## src/tcct_regs.vh

```
// Register offsets, field positions and reset values of the two-channel timer.
// Assumes a 32-bit APB slave; each register sits in one aligned word.
`ifndef TCCT_REGS_VH
`define TCCT_REGS_VH

// Byte addresses
`define TCCT_CTRL1_ADDR   12'h000
`define TCCT_CTRL2_ADDR   12'h004
`define TCCT_PDIV_ADDR    12'h008
`define TCCT_DIR_ADDR     12'h00c
`define TCCT_FORCE_ADDR   12'h010
`define TCCT_OCMODE_ADDR  12'h014
`define TCCT_EDGE_ADDR    12'h018
`define TCCT_IEN_ADDR     12'h01c
`define TCCT_FLAG1_ADDR   12'h020
`define TCCT_FLAG2_ADDR   12'h024
`define TCCT_CNT_ADDR     12'h028
`define TCCT_CH0_ADDR     12'h02c
`define TCCT_CH1_ADDR     12'h030
`define TCCT_DISC_ADDR    12'h034
`define TCCT_PORT_ADDR    12'h038

// Field positions
`define TCCT_RUN_BIT      7
`define TCCT_PREC_BIT     3
`define TCCT_OVIE_BIT     7
`define TCCT_WRAP_BIT     7

// Reset values and counter maximum
`define TCCT_CNT_RST      16'h0000
`define TCCT_CH_RST       16'h0000
`define TCCT_CNT_MAX      16'hffff

`endif

```

## src/tcct_prescaler.v

```verilog
// Bus clock prescaler that yields one tick pulse per divided period.
// Assumes divide settings come from registers in the same clock domain.
module tcct_prescaler (
  input  wire       clk,
  input  wire       rst,
  input  wire       run,
  input  wire       prec_mode,
  input  wire [2:0] coarse_sel,
  input  wire [7:0] prec_val,
  output reg        tick
);

  reg [7:0] cnt_r;
  reg [7:0] limit_r;
  wire [7:0] limit_nxt;

  // Terminal count for the requested divider
  assign limit_nxt = prec_mode ? prec_val : ((8'h01 << coarse_sel) - 8'h01);

  // Counter stages; new limit loaded while stopped or when stages are zero
  always @(posedge clk or posedge rst)
  begin
    if (rst)
    begin
      cnt_r   <= 8'h00;
      limit_r <= 8'h00;
      tick    <= 1'b0;
    end
    else if (!run)
    begin
      cnt_r   <= 8'h00;
      limit_r <= limit_nxt;
      tick    <= 1'b0;
    end
    else
    begin
      tick <= (cnt_r == limit_r);
      if (cnt_r == limit_r)
        cnt_r <= 8'h00;
      else
        cnt_r <= cnt_r + 8'h01;
      if (cnt_r == 8'h00)
        limit_r <= limit_nxt;
    end
  end

endmodule // tcct_prescaler

```

## src/tcct_timer.v

```verilog
// Two-channel 16-bit capture/compare timer with an APB register slave.
// Assumes pins are asynchronous to clk; APB master on clk.
`include "tcct_regs.vh"

module tcct_timer (
  input  wire        clk,
  input  wire        rst,
  input  wire        psel,
  input  wire        penable,
  input  wire        pwrite,
  input  wire [11:0] paddr,
  input  wire [31:0] pwdata,
  output reg  [31:0] prdata,
  output reg         pready,
  output reg         pslverr,
  input  wire [1:0]  capture_in,
  output reg  [1:0]  pin_out,
  output reg  [1:0]  pin_oe_n,
  output reg  [1:0]  channel_irq,
  output reg         wrap_irq
);

  ////////////////////////////////////////////////////////////////////////////
  // Registers
  reg        timer_run_enable_r;
  reg        precision_divide_mode_r;
  reg        wrap_irq_en_r;
  reg [2:0]  coarse_divide_select_r;
  reg [7:0]  precision_divide_value_r;
  reg [1:0]  channel_direction_bit_r;
  reg [1:0]  compare_mode_bit_r;
  reg [1:0]  compare_level_bit_r;
  reg [1:0]  edge_select_high_r;
  reg [1:0]  edge_select_low_r;
  reg [1:0]  channel_irq_enable_r;
  reg [1:0]  channel_event_flag_r;
  reg        counter_wrap_flag_r;
  reg        cnt_step_r;
  reg [15:0] count_r;
  reg [15:0] chan_val_r [0:1];
  reg [1:0]  pin_disconnect_bit_r;
  reg [1:0]  port_data_r;
  reg [1:0]  port_dir_r;
  reg [1:0]  oc_out_r;
  reg [1:0]  sync1_r;
  reg [1:0]  sync2_r;
  reg [1:0]  sync3_r;
  reg [31:0] rdata_nxt;
  reg        known_nxt;

  wire       tick;
  wire       wr_en;
  wire       rd_en;
  wire [1:0] cap_hit;
  wire [1:0] cmp_hit;
  wire [1:0] force_hit;
  wire [1:0] flag_clr;
  wire       wrap_hit;
  wire       wrap_clr;

  ////////////////////////////////////////////////////////////////////////////
  // Prescaler
  tcct_prescaler u_presc (
    .clk        (clk),
    .rst        (rst),
    .run        (timer_run_enable_r),
    .prec_mode  (precision_divide_mode_r),
    .coarse_sel (coarse_divide_select_r),
    .prec_val   (precision_divide_value_r),
    .tick       (tick)
  );

  ////////////////////////////////////////////////////////////////////////////
  // APB strobes: zero wait state, write at access phase
  assign wr_en = psel & penable & pwrite & pready;
  assign rd_en = psel & ~penable & ~pwrite;

  // Flag clears need the timer running
  assign flag_clr = (wr_en && paddr == `TCCT_FLAG1_ADDR && timer_run_enable_r) ? pwdata[1:0] : 2'b00;
  assign wrap_clr = wr_en && paddr == `TCCT_FLAG2_ADDR && timer_run_enable_r
                    && pwdata[`TCCT_WRAP_BIT];
  assign wrap_hit = timer_run_enable_r && tick && (count_r == `TCCT_CNT_MAX);
  assign force_hit = (wr_en && paddr == `TCCT_FORCE_ADDR) ? pwdata[1:0] : 2'b00;

  ////////////////////////////////////////////////////////////////////////////
  // Pin synchronisers; first stage feeds only the second
  always @(posedge clk or posedge rst)
  begin
    if (rst)
    begin
      sync1_r <= 2'b00;
      sync2_r <= 2'b00;
      sync3_r <= 2'b00;
    end
    else
    begin
      sync1_r <= capture_in;
      sync2_r <= sync1_r;
      sync3_r <= sync2_r;
    end
  end

  ////////////////////////////////////////////////////////////////////////////
  // Per-channel capture, compare and output logic
  genvar g;
  generate
    for (g = 0; g < 2; g = g + 1)
    begin : g_chan
      wire rise;
      wire fall;
      wire act;
      // Edge detection after the synchroniser
      assign rise = sync2_r[g] & ~sync3_r[g];
      assign fall = ~sync2_r[g] & sync3_r[g];
      assign cap_hit[g] = ~channel_direction_bit_r[g] & ((edge_select_low_r[g] & rise) |
                          (edge_select_high_r[g] & fall));
      // Match only in the first cycle of a new count, so one action per value
      assign cmp_hit[g] = channel_direction_bit_r[g] & timer_run_enable_r & cnt_step_r &
                          (count_r == chan_val_r[g]);
      assign act = (cmp_hit[g] | force_hit[g]) & channel_direction_bit_r[g];

      // Internal compare output register
      always @(posedge clk or posedge rst)
      begin
        if (rst)
          oc_out_r[g] <= 1'b0;
        else if (act)
        begin
          case ({compare_mode_bit_r[g], compare_level_bit_r[g]})
            2'b01:   oc_out_r[g] <= ~oc_out_r[g];
            2'b10:   oc_out_r[g] <= 1'b0;
            2'b11:   oc_out_r[g] <= 1'b1;
            default: oc_out_r[g] <= oc_out_r[g];
          endcase
        end
      end

      // Pin drive: timer output or latched port data
      always @(posedge clk or posedge rst)
      begin
        if (rst)
        begin
          pin_out[g]  <= 1'b0;
          pin_oe_n[g] <= 1'b1;
        end
        else if (channel_direction_bit_r[g] && !pin_disconnect_bit_r[g] &&
                 (compare_mode_bit_r[g] || compare_level_bit_r[g]))
        begin
          pin_out[g]  <= oc_out_r[g];
          pin_oe_n[g] <= 1'b0;
        end
        else
        begin
          pin_out[g]  <= port_data_r[g];
          pin_oe_n[g] <= ~port_dir_r[g];
        end
      end

      // Channel flag; set wins over clear
      always @(posedge clk or posedge rst)
      begin
        if (rst)
          channel_event_flag_r[g] <= 1'b0;
        else if (cap_hit[g] || cmp_hit[g])
          channel_event_flag_r[g] <= 1'b1;
        else if (flag_clr[g])
          channel_event_flag_r[g] <= 1'b0;
      end

      // Capture or software write of channel value
      always @(posedge clk or posedge rst)
      begin
        if (rst)
          chan_val_r[g] <= `TCCT_CH_RST;
        else if (cap_hit[g])
          chan_val_r[g] <= count_r;
        else if (wr_en && channel_direction_bit_r[g] &&
                 paddr == (g == 0 ? `TCCT_CH0_ADDR : `TCCT_CH1_ADDR))
          chan_val_r[g] <= pwdata[15:0];
      end
    end
  endgenerate

  ////////////////////////////////////////////////////////////////////////////
  // Free-running counter and overflow flag
  always @(posedge clk or posedge rst)
  begin
    if (rst)
    begin
      count_r             <= `TCCT_CNT_RST;
      counter_wrap_flag_r <= 1'b0;
      cnt_step_r          <= 1'b0;
    end
    else
    begin
      cnt_step_r <= timer_run_enable_r && tick; // Marks a freshly advanced count
      if (timer_run_enable_r && tick)
        count_r <= count_r + 16'h0001;
      if (wrap_hit)
        counter_wrap_flag_r <= 1'b1;
      else if (wrap_clr)
        counter_wrap_flag_r <= 1'b0;
    end
  end

  ////////////////////////////////////////////////////////////////////////////
  // Interrupt outputs: flag AND enable, registered
  always @(posedge clk or posedge rst)
  begin
    if (rst)
    begin
      channel_irq <= 2'b00;
      wrap_irq    <= 1'b0;
    end
    else
    begin
      channel_irq <= channel_event_flag_r & channel_irq_enable_r;
      wrap_irq    <= counter_wrap_flag_r & wrap_irq_en_r;
    end
  end

  ////////////////////////////////////////////////////////////////////////////
  // Control register writes
  always @(posedge clk or posedge rst)
  begin
    if (rst)
    begin
      timer_run_enable_r       <= 1'b0;
      precision_divide_mode_r  <= 1'b0;
      wrap_irq_en_r            <= 1'b0;
      coarse_divide_select_r   <= 3'h0;
      precision_divide_value_r <= 8'h00;
      channel_direction_bit_r  <= 2'b00;
      compare_mode_bit_r       <= 2'b00;
      compare_level_bit_r      <= 2'b00;
      edge_select_high_r       <= 2'b00;
      edge_select_low_r        <= 2'b00;
      channel_irq_enable_r     <= 2'b00;
      pin_disconnect_bit_r     <= 2'b00;
      port_data_r              <= 2'b00;
      port_dir_r               <= 2'b00;
    end
    else if (wr_en)
    begin
      case (paddr)
        `TCCT_CTRL1_ADDR:
        begin
          timer_run_enable_r      <= pwdata[`TCCT_RUN_BIT];
          precision_divide_mode_r <= pwdata[`TCCT_PREC_BIT];
        end
        `TCCT_CTRL2_ADDR:
        begin
          wrap_irq_en_r          <= pwdata[`TCCT_OVIE_BIT];
          coarse_divide_select_r <= pwdata[2:0];
        end
        `TCCT_PDIV_ADDR:   precision_divide_value_r <= pwdata[7:0];
        `TCCT_DIR_ADDR:    channel_direction_bit_r  <= pwdata[1:0];
        `TCCT_OCMODE_ADDR:
        begin
          compare_level_bit_r <= pwdata[1:0];
          compare_mode_bit_r  <= pwdata[9:8];
        end
        `TCCT_EDGE_ADDR:
        begin
          edge_select_low_r  <= pwdata[1:0];
          edge_select_high_r <= pwdata[9:8];
        end
        `TCCT_IEN_ADDR:    channel_irq_enable_r <= pwdata[1:0];
        `TCCT_DISC_ADDR:   pin_disconnect_bit_r <= pwdata[1:0];
        `TCCT_PORT_ADDR:
        begin
          port_data_r <= pwdata[1:0];
          port_dir_r  <= pwdata[9:8];
        end
        default: port_dir_r <= port_dir_r;
      endcase
    end
  end

  ////////////////////////////////////////////////////////////////////////////
  // Read mux
  always @*
  begin
    rdata_nxt = 32'h0000_0000;
    known_nxt = 1'b1;
    case (paddr)
      `TCCT_CTRL1_ADDR:
      begin
        rdata_nxt[`TCCT_RUN_BIT]  = timer_run_enable_r;
        rdata_nxt[`TCCT_PREC_BIT] = precision_divide_mode_r;
      end
      `TCCT_CTRL2_ADDR:
      begin
        rdata_nxt[`TCCT_OVIE_BIT] = wrap_irq_en_r;
        rdata_nxt[2:0]            = coarse_divide_select_r;
      end
      `TCCT_PDIV_ADDR:   rdata_nxt[7:0]  = precision_divide_value_r;
      `TCCT_DIR_ADDR:    rdata_nxt[1:0]  = channel_direction_bit_r;
      `TCCT_FORCE_ADDR:  rdata_nxt[1:0]  = 2'b00;
      `TCCT_OCMODE_ADDR: rdata_nxt[9:0]  = {compare_mode_bit_r, 6'h00, compare_level_bit_r};
      `TCCT_EDGE_ADDR:   rdata_nxt[9:0]  = {edge_select_high_r, 6'h00, edge_select_low_r};
      `TCCT_IEN_ADDR:    rdata_nxt[1:0]  = channel_irq_enable_r;
      `TCCT_FLAG1_ADDR:  rdata_nxt[1:0]  = channel_event_flag_r;
      `TCCT_FLAG2_ADDR:  rdata_nxt[`TCCT_WRAP_BIT] = counter_wrap_flag_r;
      `TCCT_CNT_ADDR:    rdata_nxt[15:0] = count_r;
      `TCCT_CH0_ADDR:    rdata_nxt[15:0] = chan_val_r[0];
      `TCCT_CH1_ADDR:    rdata_nxt[15:0] = chan_val_r[1];
      `TCCT_DISC_ADDR:   rdata_nxt[1:0]  = pin_disconnect_bit_r;
      `TCCT_PORT_ADDR:   rdata_nxt[9:0]  = {port_dir_r, 6'h00, port_data_r};
      default:           known_nxt = 1'b0;
    endcase
  end

  // Answer registered in setup phase; ready for one access cycle
  always @(posedge clk or posedge rst)
  begin
    if (rst)
    begin
      prdata  <= 32'h0000_0000;
      pready  <= 1'b0;
      pslverr <= 1'b0;
    end
    else
    begin
      pready  <= psel & ~penable;
      pslverr <= psel & ~penable & ~known_nxt;
      if (rd_en)
        prdata <= rdata_nxt;
    end
  end

endmodule // tcct_timer

```

## config.mk

```make
export PLATFORM = sky130hd
export DESIGN_NAME = tcct_timer
export DESIGN_NICKNAME = d
export VERILOG_FILES = /design/src/tcct_prescaler.v /design/src/tcct_timer.v
export VERILOG_INCLUDE_DIRS = /design/src /design/src/src
export SDC_FILE = /design/constraint.sdc
export NUM_CORES = 1
export LEC_CHECK = 0
export BUFFER_PORTS_ARGS = -buffer_cell sky130_fd_sc_hd__buf_4
export CAP_MARGIN = 15
export CORE_ASPECT_RATIO = 0.9
export CORE_MARGIN = 2
export CORE_UTILIZATION = 55
export DETAILED_ROUTE_END_ITERATION = 10
export PLACE_DENSITY = 0.82
export SYNTH_ARGS = -nofsm -noshare
export SYNTH_HDL_FRONTEND = slang
export SYNTH_HIERARCHICAL = 1
export SYNTH_SLANG_ARGS = --single-unit
```

## constraint.sdc

```tcl
create_clock -name clk -period 5.05 [get_ports clk]
set_clock_uncertainty 0.1 [all_clocks]
set_input_delay 1.515 -clock clk [delete_from_list [all_inputs] [get_ports clk]]
set_output_delay 1.515 -clock clk [all_outputs]
set_load 0.05 [all_outputs]
```

Word level (Yosys, flattened, before mapping)
Cells that the tools add are included.
Widths: inputs -> output; s select.
{"block": "op_classes", "addsub": 3, "eq_ne": 25, "shifts": 1, "mux": 32, "bitwise_logic": 43, "n_reduce_logical": 43}
{"operator": "$eq 12x6->1 const B", "count": 7}
{"operator": "$mux 16", "count": 4}
{"operator": "$eq 12x5->1 const B", "count": 4}
{"operator": "$mux 8", "count": 5}
{"operator": "$eq 16x16->1", "count": 2}
{"operator": "$and 1x1->1", "count": 25}
{"operator": "$eq 12x4->1 const B", "count": 2}
{"operator": "$pmux 2 s12", "count": 1}
{"operator": "$reduce_and 2->1", "count": 11}
{"operator": "$pmux 6 s3", "count": 1}
{"operator": "$add 16x1->16 const B", "count": 1}
{"operator": "$eq 16x16->1 const B", "count": 1}
{"operator": "$logic_and 1x1->1", "count": 16}
{"operator": "$reduce_or 15->1", "count": 1}
{"operator": "$not 1->1", "count": 13}
{"operator": "$eq 12x3->1 const B", "count": 1}
{"operator": "$logic_not 12->1", "count": 1}
{"operator": "$mux 1", "count": 12}
{"operator": "$pmux 2 s6", "count": 1}
{"operator": "$pmux 3 s4", "count": 1}
{"operator": "$pmux 1 s5", "count": 2}
{"operator": "$reduce_bool 2->1", "count": 5}
{"operator": "$add 8x1->8 const B", "count": 1}
{"operator": "$eq 2x2->1 const B", "count": 4}
{"operator": "14 further kinds", "count": 25}
{"block": "word_totals", "register_bits": 134, "input_bits": 51}

Depth between registers and ports, before layout
Gate-level depths: netlist of the first run.
{"block": "logic_depth", "depth_word": 8, "mapped_depth": 8, "depth_no_buf": 6}

Cells and area by module
Netlist of the first run, hierarchy kept.
{"mod": "tcct_timer", "n_inst": 1, "cells_each": 608, "area_each_um2": 6292.3, "seq_area_each_um2": 2930.3}
{"mod": "tcct_prescaler", "n_inst": 1, "cells_each": 95, "area_each_um2": 975.9, "seq_area_each_um2": 425.4}

Worst setup path before layout of the first run
Ideal clock, no wire load.
{"block": "synth_path", "kind": "in2reg", "startpoint": "in paddr[7]", "endpoint": "reg compare_mode_bit_r[1]", "setup_ns": 0.125, "arrival_time_ns": 2.913, "setup_slack_ns": 1.913, "path_stages": 6, "path_cell_list": "nor4_4 and3_1 buf_2 nand2_1 nor2_2 mux2_2"}
{"block": "synth_via", "elab_chain_cells": 2}
{"item": "start, declared", "line": "tcct_timer.v:11", "source": "input wire [11:0] paddr,"}
{"item": "$eq 12x5->1", "line": "tcct_timer.v:245", "source": "case (paddr)"}
{"item": "$reduce_and 2->1 (no source line)"}
{"item": "end signal, assigned", "line": "tcct_timer.v:261", "source": "compare_mode_bit_r <= pwdata[9:8];"}
{"item": "end, declared", "line": "tcct_timer.v:31", "source": "reg [1:0] compare_mode_bit_r;"}
Every way passes these cells.
A chain may end at the register's enable or synchronous reset.

Worst setup path after layout of the first run
{"block": "layout_path", "startpoint": "in paddr[5]", "endpoint": "reg channel_direction_bit_r[1]"}
{"block": "layout_via", "elab_chain_cells": 2}
{"item": "$eq 12x4->1", "line": "tcct_timer.v:245"}
{"item": "$reduce_and 2->1 (no source line)"}
{"item": "end signal, assigned", "line": "tcct_timer.v:257", "source": "`TCCT_DIR_ADDR: channel_direction_bit_r <= pwdata[1:0];"}
{"item": "end, declared", "line": "tcct_timer.v:30", "source": "reg [1:0] channel_direction_bit_r;"}
Every way passes these cells.

==> results of run 1 <==
cell usage after synthesis (5+ instances only):
library cell  count  area, um2
xor2_1           38        333
dfrtp_1         132       3300
clkbuf_1         28        105
a21oi_1          29        145
nand3_1          20        100
nor2_1           59        221
a22o_1            5       43.8
nand2b_1          9       56.3
nand3b_1          5       37.5
nand4_1          22        138
and2_1            7       43.8
nor2b_1           5       31.3
buf_2            13       65.1
mux2i_1          33        330
a22oi_1           9       67.6
o21ai_0          25        125
buf_4            17        128
a21oi_2          14        123
and3_1            5       31.3
a211oi_1          8       60.1
a221oi_1          7       61.3
a222oi_1          6       60.1
nor3_1            5       25.0
xnor2_1          20        175
nand2_1          48        180
nor4_1            9       56.3
mux2_2           45        507
inv_1            17       63.8
registers in the layout (all words and copies together), names as in the netlist, 3 cells and up:
register,flops
chan_val_r,32
coarse_divide_select_r,3
count_r,16
prdata,16
precision_divide_value_r,8
u_presc/cnt_r,8
u_presc/limit_r,8
worst max-delay path, delay by kind of cell:
| family | cells | cell delay, ns |
|---|---|---|
| muxes | 1 | 0.39 |
| buffers and inverters | 1 | 0.18 |
| and+or+nand+nor | 3 | 1.39 |
cells by family after synthesis:
| logic type | count (synthesis) |
|---|---|
| buffers and inverters | 81 |
| XOR/XNOR | 58 |
| AND/OR/NAND/NOR | 220 |
| flip-flops | 134 |
| multiplexers | 78 |
| AO/OA/AOI/OAI | 128 |
| other | 1 |
| adder cells (fa/ha/maj) | 3 |
worst max path at each step:
stage | start | end | cells past startpoint
floorplan | rst | chan_val_r[0] | 1
global placement | paddr[5] | channel_direction_bit_r[1] | 5
detailed placement | paddr[5] | channel_direction_bit_r[1] | 5
CTS | paddr[7] | chan_val_r[27] | 7
global route | paddr[5] | channel_direction_bit_r[1] | 5
finish | paddr[5] | channel_direction_bit_r[1] | 5
cell type report:
type	count	share of cell area, %
timing repair buffer	65	5.88
tap	164	2.47
clock inverter	12	2.01
multi-input combinational	503	42.9
clock buffer	20	5.50
inverter	17	0.799
sequential	134	40.4
through the flow:
step	utilization (%)	hold WS [ns]	instance area [um2]	instances
after floorplan	-	0.231	7320	718
after global placement	60.0	0.240	7670	883
after detailed placement	60.0	0.243	7670	883
after CTS	64.9	0.257	8300	915
after global routing	64.9	0.268	8300	915
final	64.9	0.253	8300	915
power by group:
group | internal, mW | switching (mW)
Clock | 0.813 | 0.503
Combinational | 0.0399 | 0.112
Sequential | 1.08 | 0.00517
Total | 1.93 | 0.621
routing by layer:
layer,up-vias,share of wire [%]
met3,50,6.3
met1,2843,42
met4,0,3.7
met2,238,48
li1,2549,-
met5,-,0
==> impl_metrics.ini, run 1 <==
[floorplanning]
dieArea_um2 = 14200
start_util_pct = 56.9
die_height_um = 113
rows = 39
fp.dieW_um = 125
core_um2 = 12800
ioPinCount = 92

[sta]
slew_violations = 0
max-slew-margin-rel_pct = 37.1
rsz0062_at_grt = false
tightest_slew_ns = 0.943
post-route-period-util_pct = 64.9
finalSetupTns_ns = 0
setup_viol = 0
timing_hold_violations_final = 0
max_freq_ghz = 0.305
period_minus_slack_ns = 3.28
layout_setup_ws_ns = 1.77

[logic_synthesis]
avgSynthCellArea_um2 = 10.3
synth.distinct_cells = 64
synth-seq-cells = 134
synth_top_family_by_area = simple AND/OR/NAND/NOR gates
synth-adder-area-share_pct = 0.516
synth_edf_count = 0
synthMuxAreaShare_pct = 11.5
synth-seq-area-share_pct = 46.2
yosys.area_share.simple_pct = 16.3
synth-compound-area-share_pct = 12.7
netlist_area_um2 = 7270
yosysWarnings = 6
async_flop_share_pct = 100
synth_xor_area_share_pct = 6.99
netlist_instances = 703
synth-main-ff-cell = dfrtp_1

[worst_setup_path]
rr_worst_depth = 6
crit_arrival_ns = 3.49
r2r_slack_ns = 2.64
crit_slowest_cell = nor2_1
crit_type = primary input to flip-flop
path_max_fanout = 20
path_cells = buf_4 > nor2_1 > nand2_1 > nor4_1 > mux2_2
reg2reg_to = oc_out_r[1]
max_stage_delay_ns = 0.59
required_ns = 5.26
critPathLaunchType = primary input
crit_path_end_kind = flip-flop
r2r_start = count_r[1]

[clock_network]
clk_latency_ns = 0.43
post-cts-setup-buffer-count = 0
hold_buffers = 0
root_buffer = clkbuf_16
h-tree-depth = 4
cts_resized = 0
clock-sinks = 134
cts_buffer_depth = 2
cts_tree = yes
path_clk_slew_ns = 0.07
numCtsBuffers = 17

[placement]
gp_congestion = 0.928
dp_hpwl_um = 13500
io_buffers = 59
pre_cts_slack_ns = 1.39

[layout]
fillers = 1016
seq_area_um2 = 3360
drive_above_1_share_pct = 24.1
multi_input_area_um2 = 3560
layout_common_cells = dfrtp_1, buf_4, nor2_1
syn_to_final_growth_pct = 14.2
final_common_cell = dfrtp_1
fin_nets = 792
n_antenna_cell = 0

[detailed_routing]
finalWirelength_um = 19000
via_per_inst = 6.21
initialDrtViolationCount = 545
drc = 0
postRouteAntennaNets = 0
detail_route.wl_per_cell_um = 20.8
vias = 5680
dr.pass1.iters = 5

[global_route]
track_usage_pct = 28.0
gr-total-overflow = 0
grt_use_met3_pct = 6.57
met2_usage_pct = 44.1
top_usage_layer = met2
antenna_found_initial = 0
first_global_vias = 5555
gr-usage-met1_pct = 37.5
grt_max_degree = 71
grt_pass1_wl_um = 30600

[outcome]
status = complete, no violations

[min_path]
hold-path-cell-count = 0
holdPathEnd = sync2_r[0]
hold_path.class = flip-flop to flip-flop
hold_start = sync1_r[0]

[power]
power.total_mw = 2.55
max-vdd-ir-drop_mv = 0.294
p_leak_nw = 3.83
powerDensity_nw_per_um2 = 308

[run]
cap_violations = 0
No activity file was read; power rests on OpenSTA's default activity.
==> run 2, diff against run 1 <==
clock period = 3.1 ns   (was 5.05 ns; I/O delays follow)
==> run 2 against run 1 <==
Compared with the run above: core utilization grew 1.3 points; cell count up 1.3%; sequential share of layout area fell by 0.80 points; power rose by 69%; largest cell class unchanged; register-to-register slack lost 1.9 ns; hold slack better by 0.00095 ns; via count fell by 0.16%; critical path depth unchanged; critical endpoint is now precision_divide_value_r[7].
==> impl_metrics.ini, run 2 (synthesized netlist as in run 1, its figures left out) <==
[worst_setup_path]
r2r_slack_ns = 0.72
crit_type = primary input to flip-flop
crit_path_end_kind = flip-flop
r2r_start = count_r[3]
reg2reg_to = oc_out_r[1]
required_ns = 3.31
rr_worst_depth = 6
crit_arrival_ns = 2.75
path_max_fanout = 8
critPathLaunchType = primary input

[outcome]
status = complete, no violations

[global_route]
top_usage_layer = met2
grt_max_degree = 118
grt_use_met3_pct = 6.57
gr-total-overflow = 0
first_global_vias = 5653
track_usage_pct = 27.3
gr-usage-met1_pct = 37.1
met2_usage_pct = 43.3
antenna_found_initial = 0
grt_pass1_wl_um = 30000

[power]
max-vdd-ir-drop_mv = 0.437
powerDensity_nw_per_um2 = 509
p_leak_nw = 3.92

[layout]
layout_common_cells = dfrtp_1, buf_4, nor2_1
final_common_cell = dfrtp_1
stdcell_count = 927
regMostFlops = chan_val_r
fillers = 985
fin_nets = 804
drive_above_1_share_pct = 25.4
reg_top3 = chan_val_r (32), count_r (16), prdata (16)
syn_to_final_growth_pct = 16.4
largest_reg_flops = 32
n_antenna_cell = 0

[detailed_routing]
postRouteAntennaNets = 0
dr.pass1.iters = 5
drc = 0
detail_route.wl_per_cell_um = 20.2
finalWirelength_um = 18700
vias = 5671
initialDrtViolationCount = 652
via_per_inst = 6.12

[sta]
setup_viol = 0
rsz0062_at_grt = false
slew_violations = 0
period_minus_slack_ns = 2.54
tightest_slew_ns = 0.811
max_freq_ghz = 0.393
timing_hold_violations_final = 0
post-route-period-util_pct = 82.0
finalSetupTns_ns = 0
max-slew-margin-rel_pct = 45.5

[clock_network]
root_buffer = clkbuf_16
clk_latency_ns = 0.43
clock-sinks = 134
numCtsBuffers = 17
h-tree-depth = 4
cts_tree = yes
post-cts-setup-buffer-count = 0
path_clk_slew_ns = 0.06
hold_buffers = 0
cts_resized = 0
cts_buffer_depth = 2

[floorplanning]
die_height_um = 113
ioPinCount = 92
core_um2 = 12800
fp.dieW_um = 125
dieArea_um2 = 14200
rows = 39
start_util_pct = 56.9

[min_path]
hold-path-cell-count = 0
hold_start = sync1_r[0]
holdPathEnd = sync2_r[0]
hold_path.class = flip-flop to flip-flop

[placement]
io_buffers = 59
dpl.cell_count = 895
gp_congestion = 0.933
dp_hpwl_um = 13300

[run]
cap_violations = 0
[run 2: cell types whose count changed in the layout (fill, tap and decap cells not counted), sizes merged]
cell | previous run | this run
bufinv | 3 | 5
clkbuf | 20 | 21
inv | 22 | 18
buf | 65 | 77
clkinvlp | 1 | 3
clkinv | 3 | 2
[run 2: layout make-up]
cell class | instances | area [um2] | area share [%]
clock buffers | 21 | 480 | 5.68
clock inverters | 11 | 193 | 2.28
inverters | 17 | 67.6 | 0.798
multi-input cells | 503 | 3560 | 42.0
flip-flops and latches | 134 | 3360 | 39.7
well taps | 164 | 205 | 2.42
repair buffers | 77 | 603 | 7.13
[run 2: power breakdown]
group          internal, mW  switching, mW
logic                0.0704          0.180
registers              1.76        0.00832
clock network          1.51          0.777
total                  3.35          0.965
[run 2: how the worst max path moves through the flow]
stage,startpoint,to,slack (ns),cells past startpoint
4_1_cts,paddr[7],precision_divide_value_r[7],0.59,5
3_3_place_gp,paddr[7],precision_divide_value_r[0],0.20,5
2_1_floorplan,paddr[7],compare_mode_bit_r[1],0.55,6
3_5_place_dp,paddr[7],precision_divide_value_r[7],0.14,5
5_1_grt,paddr[7],precision_divide_value_r[3],0.47,5
6_report,paddr[7],precision_divide_value_r[7],0.56,5
[run 2: metal layers]
layer | wire (um) | part of all wire (%)
met3 | 1240 | 6.6
met5 | 0 | 0
met1 | 8080 | 43
met4 | 455 | 2.4
met2 | 8940 | 48
[run 2: worst max-delay path, stage by stage]
cell and delay [ns]:
buf_4 0.12, nor4_4 0.42, nand4_1 0.39, nor2_2 0.49, mux2_2 0.40
[run 2: per-stage QoR]
stage / util [%] / power (mW) / cell area [um2] / hold slack (ns) / setup slack, ns
2_1_floorplan: - / 1.97 / 7330 / 0.231 / 0.548
4_1_cts: 66.2 / 4.32 / 8460 / 0.257 / 0.586
6_report: 66.2 / 4.31 / 8460 / 0.254 / 0.558
3_3_place_gp: 60.9 / 2.05 / 7790 / 0.236 / 0.200
5_1_grt: 66.2 / 4.43 / 8460 / 0.261 / 0.473
3_5_place_dp: 60.9 / 2.05 / 7790 / 0.242 / 0.138
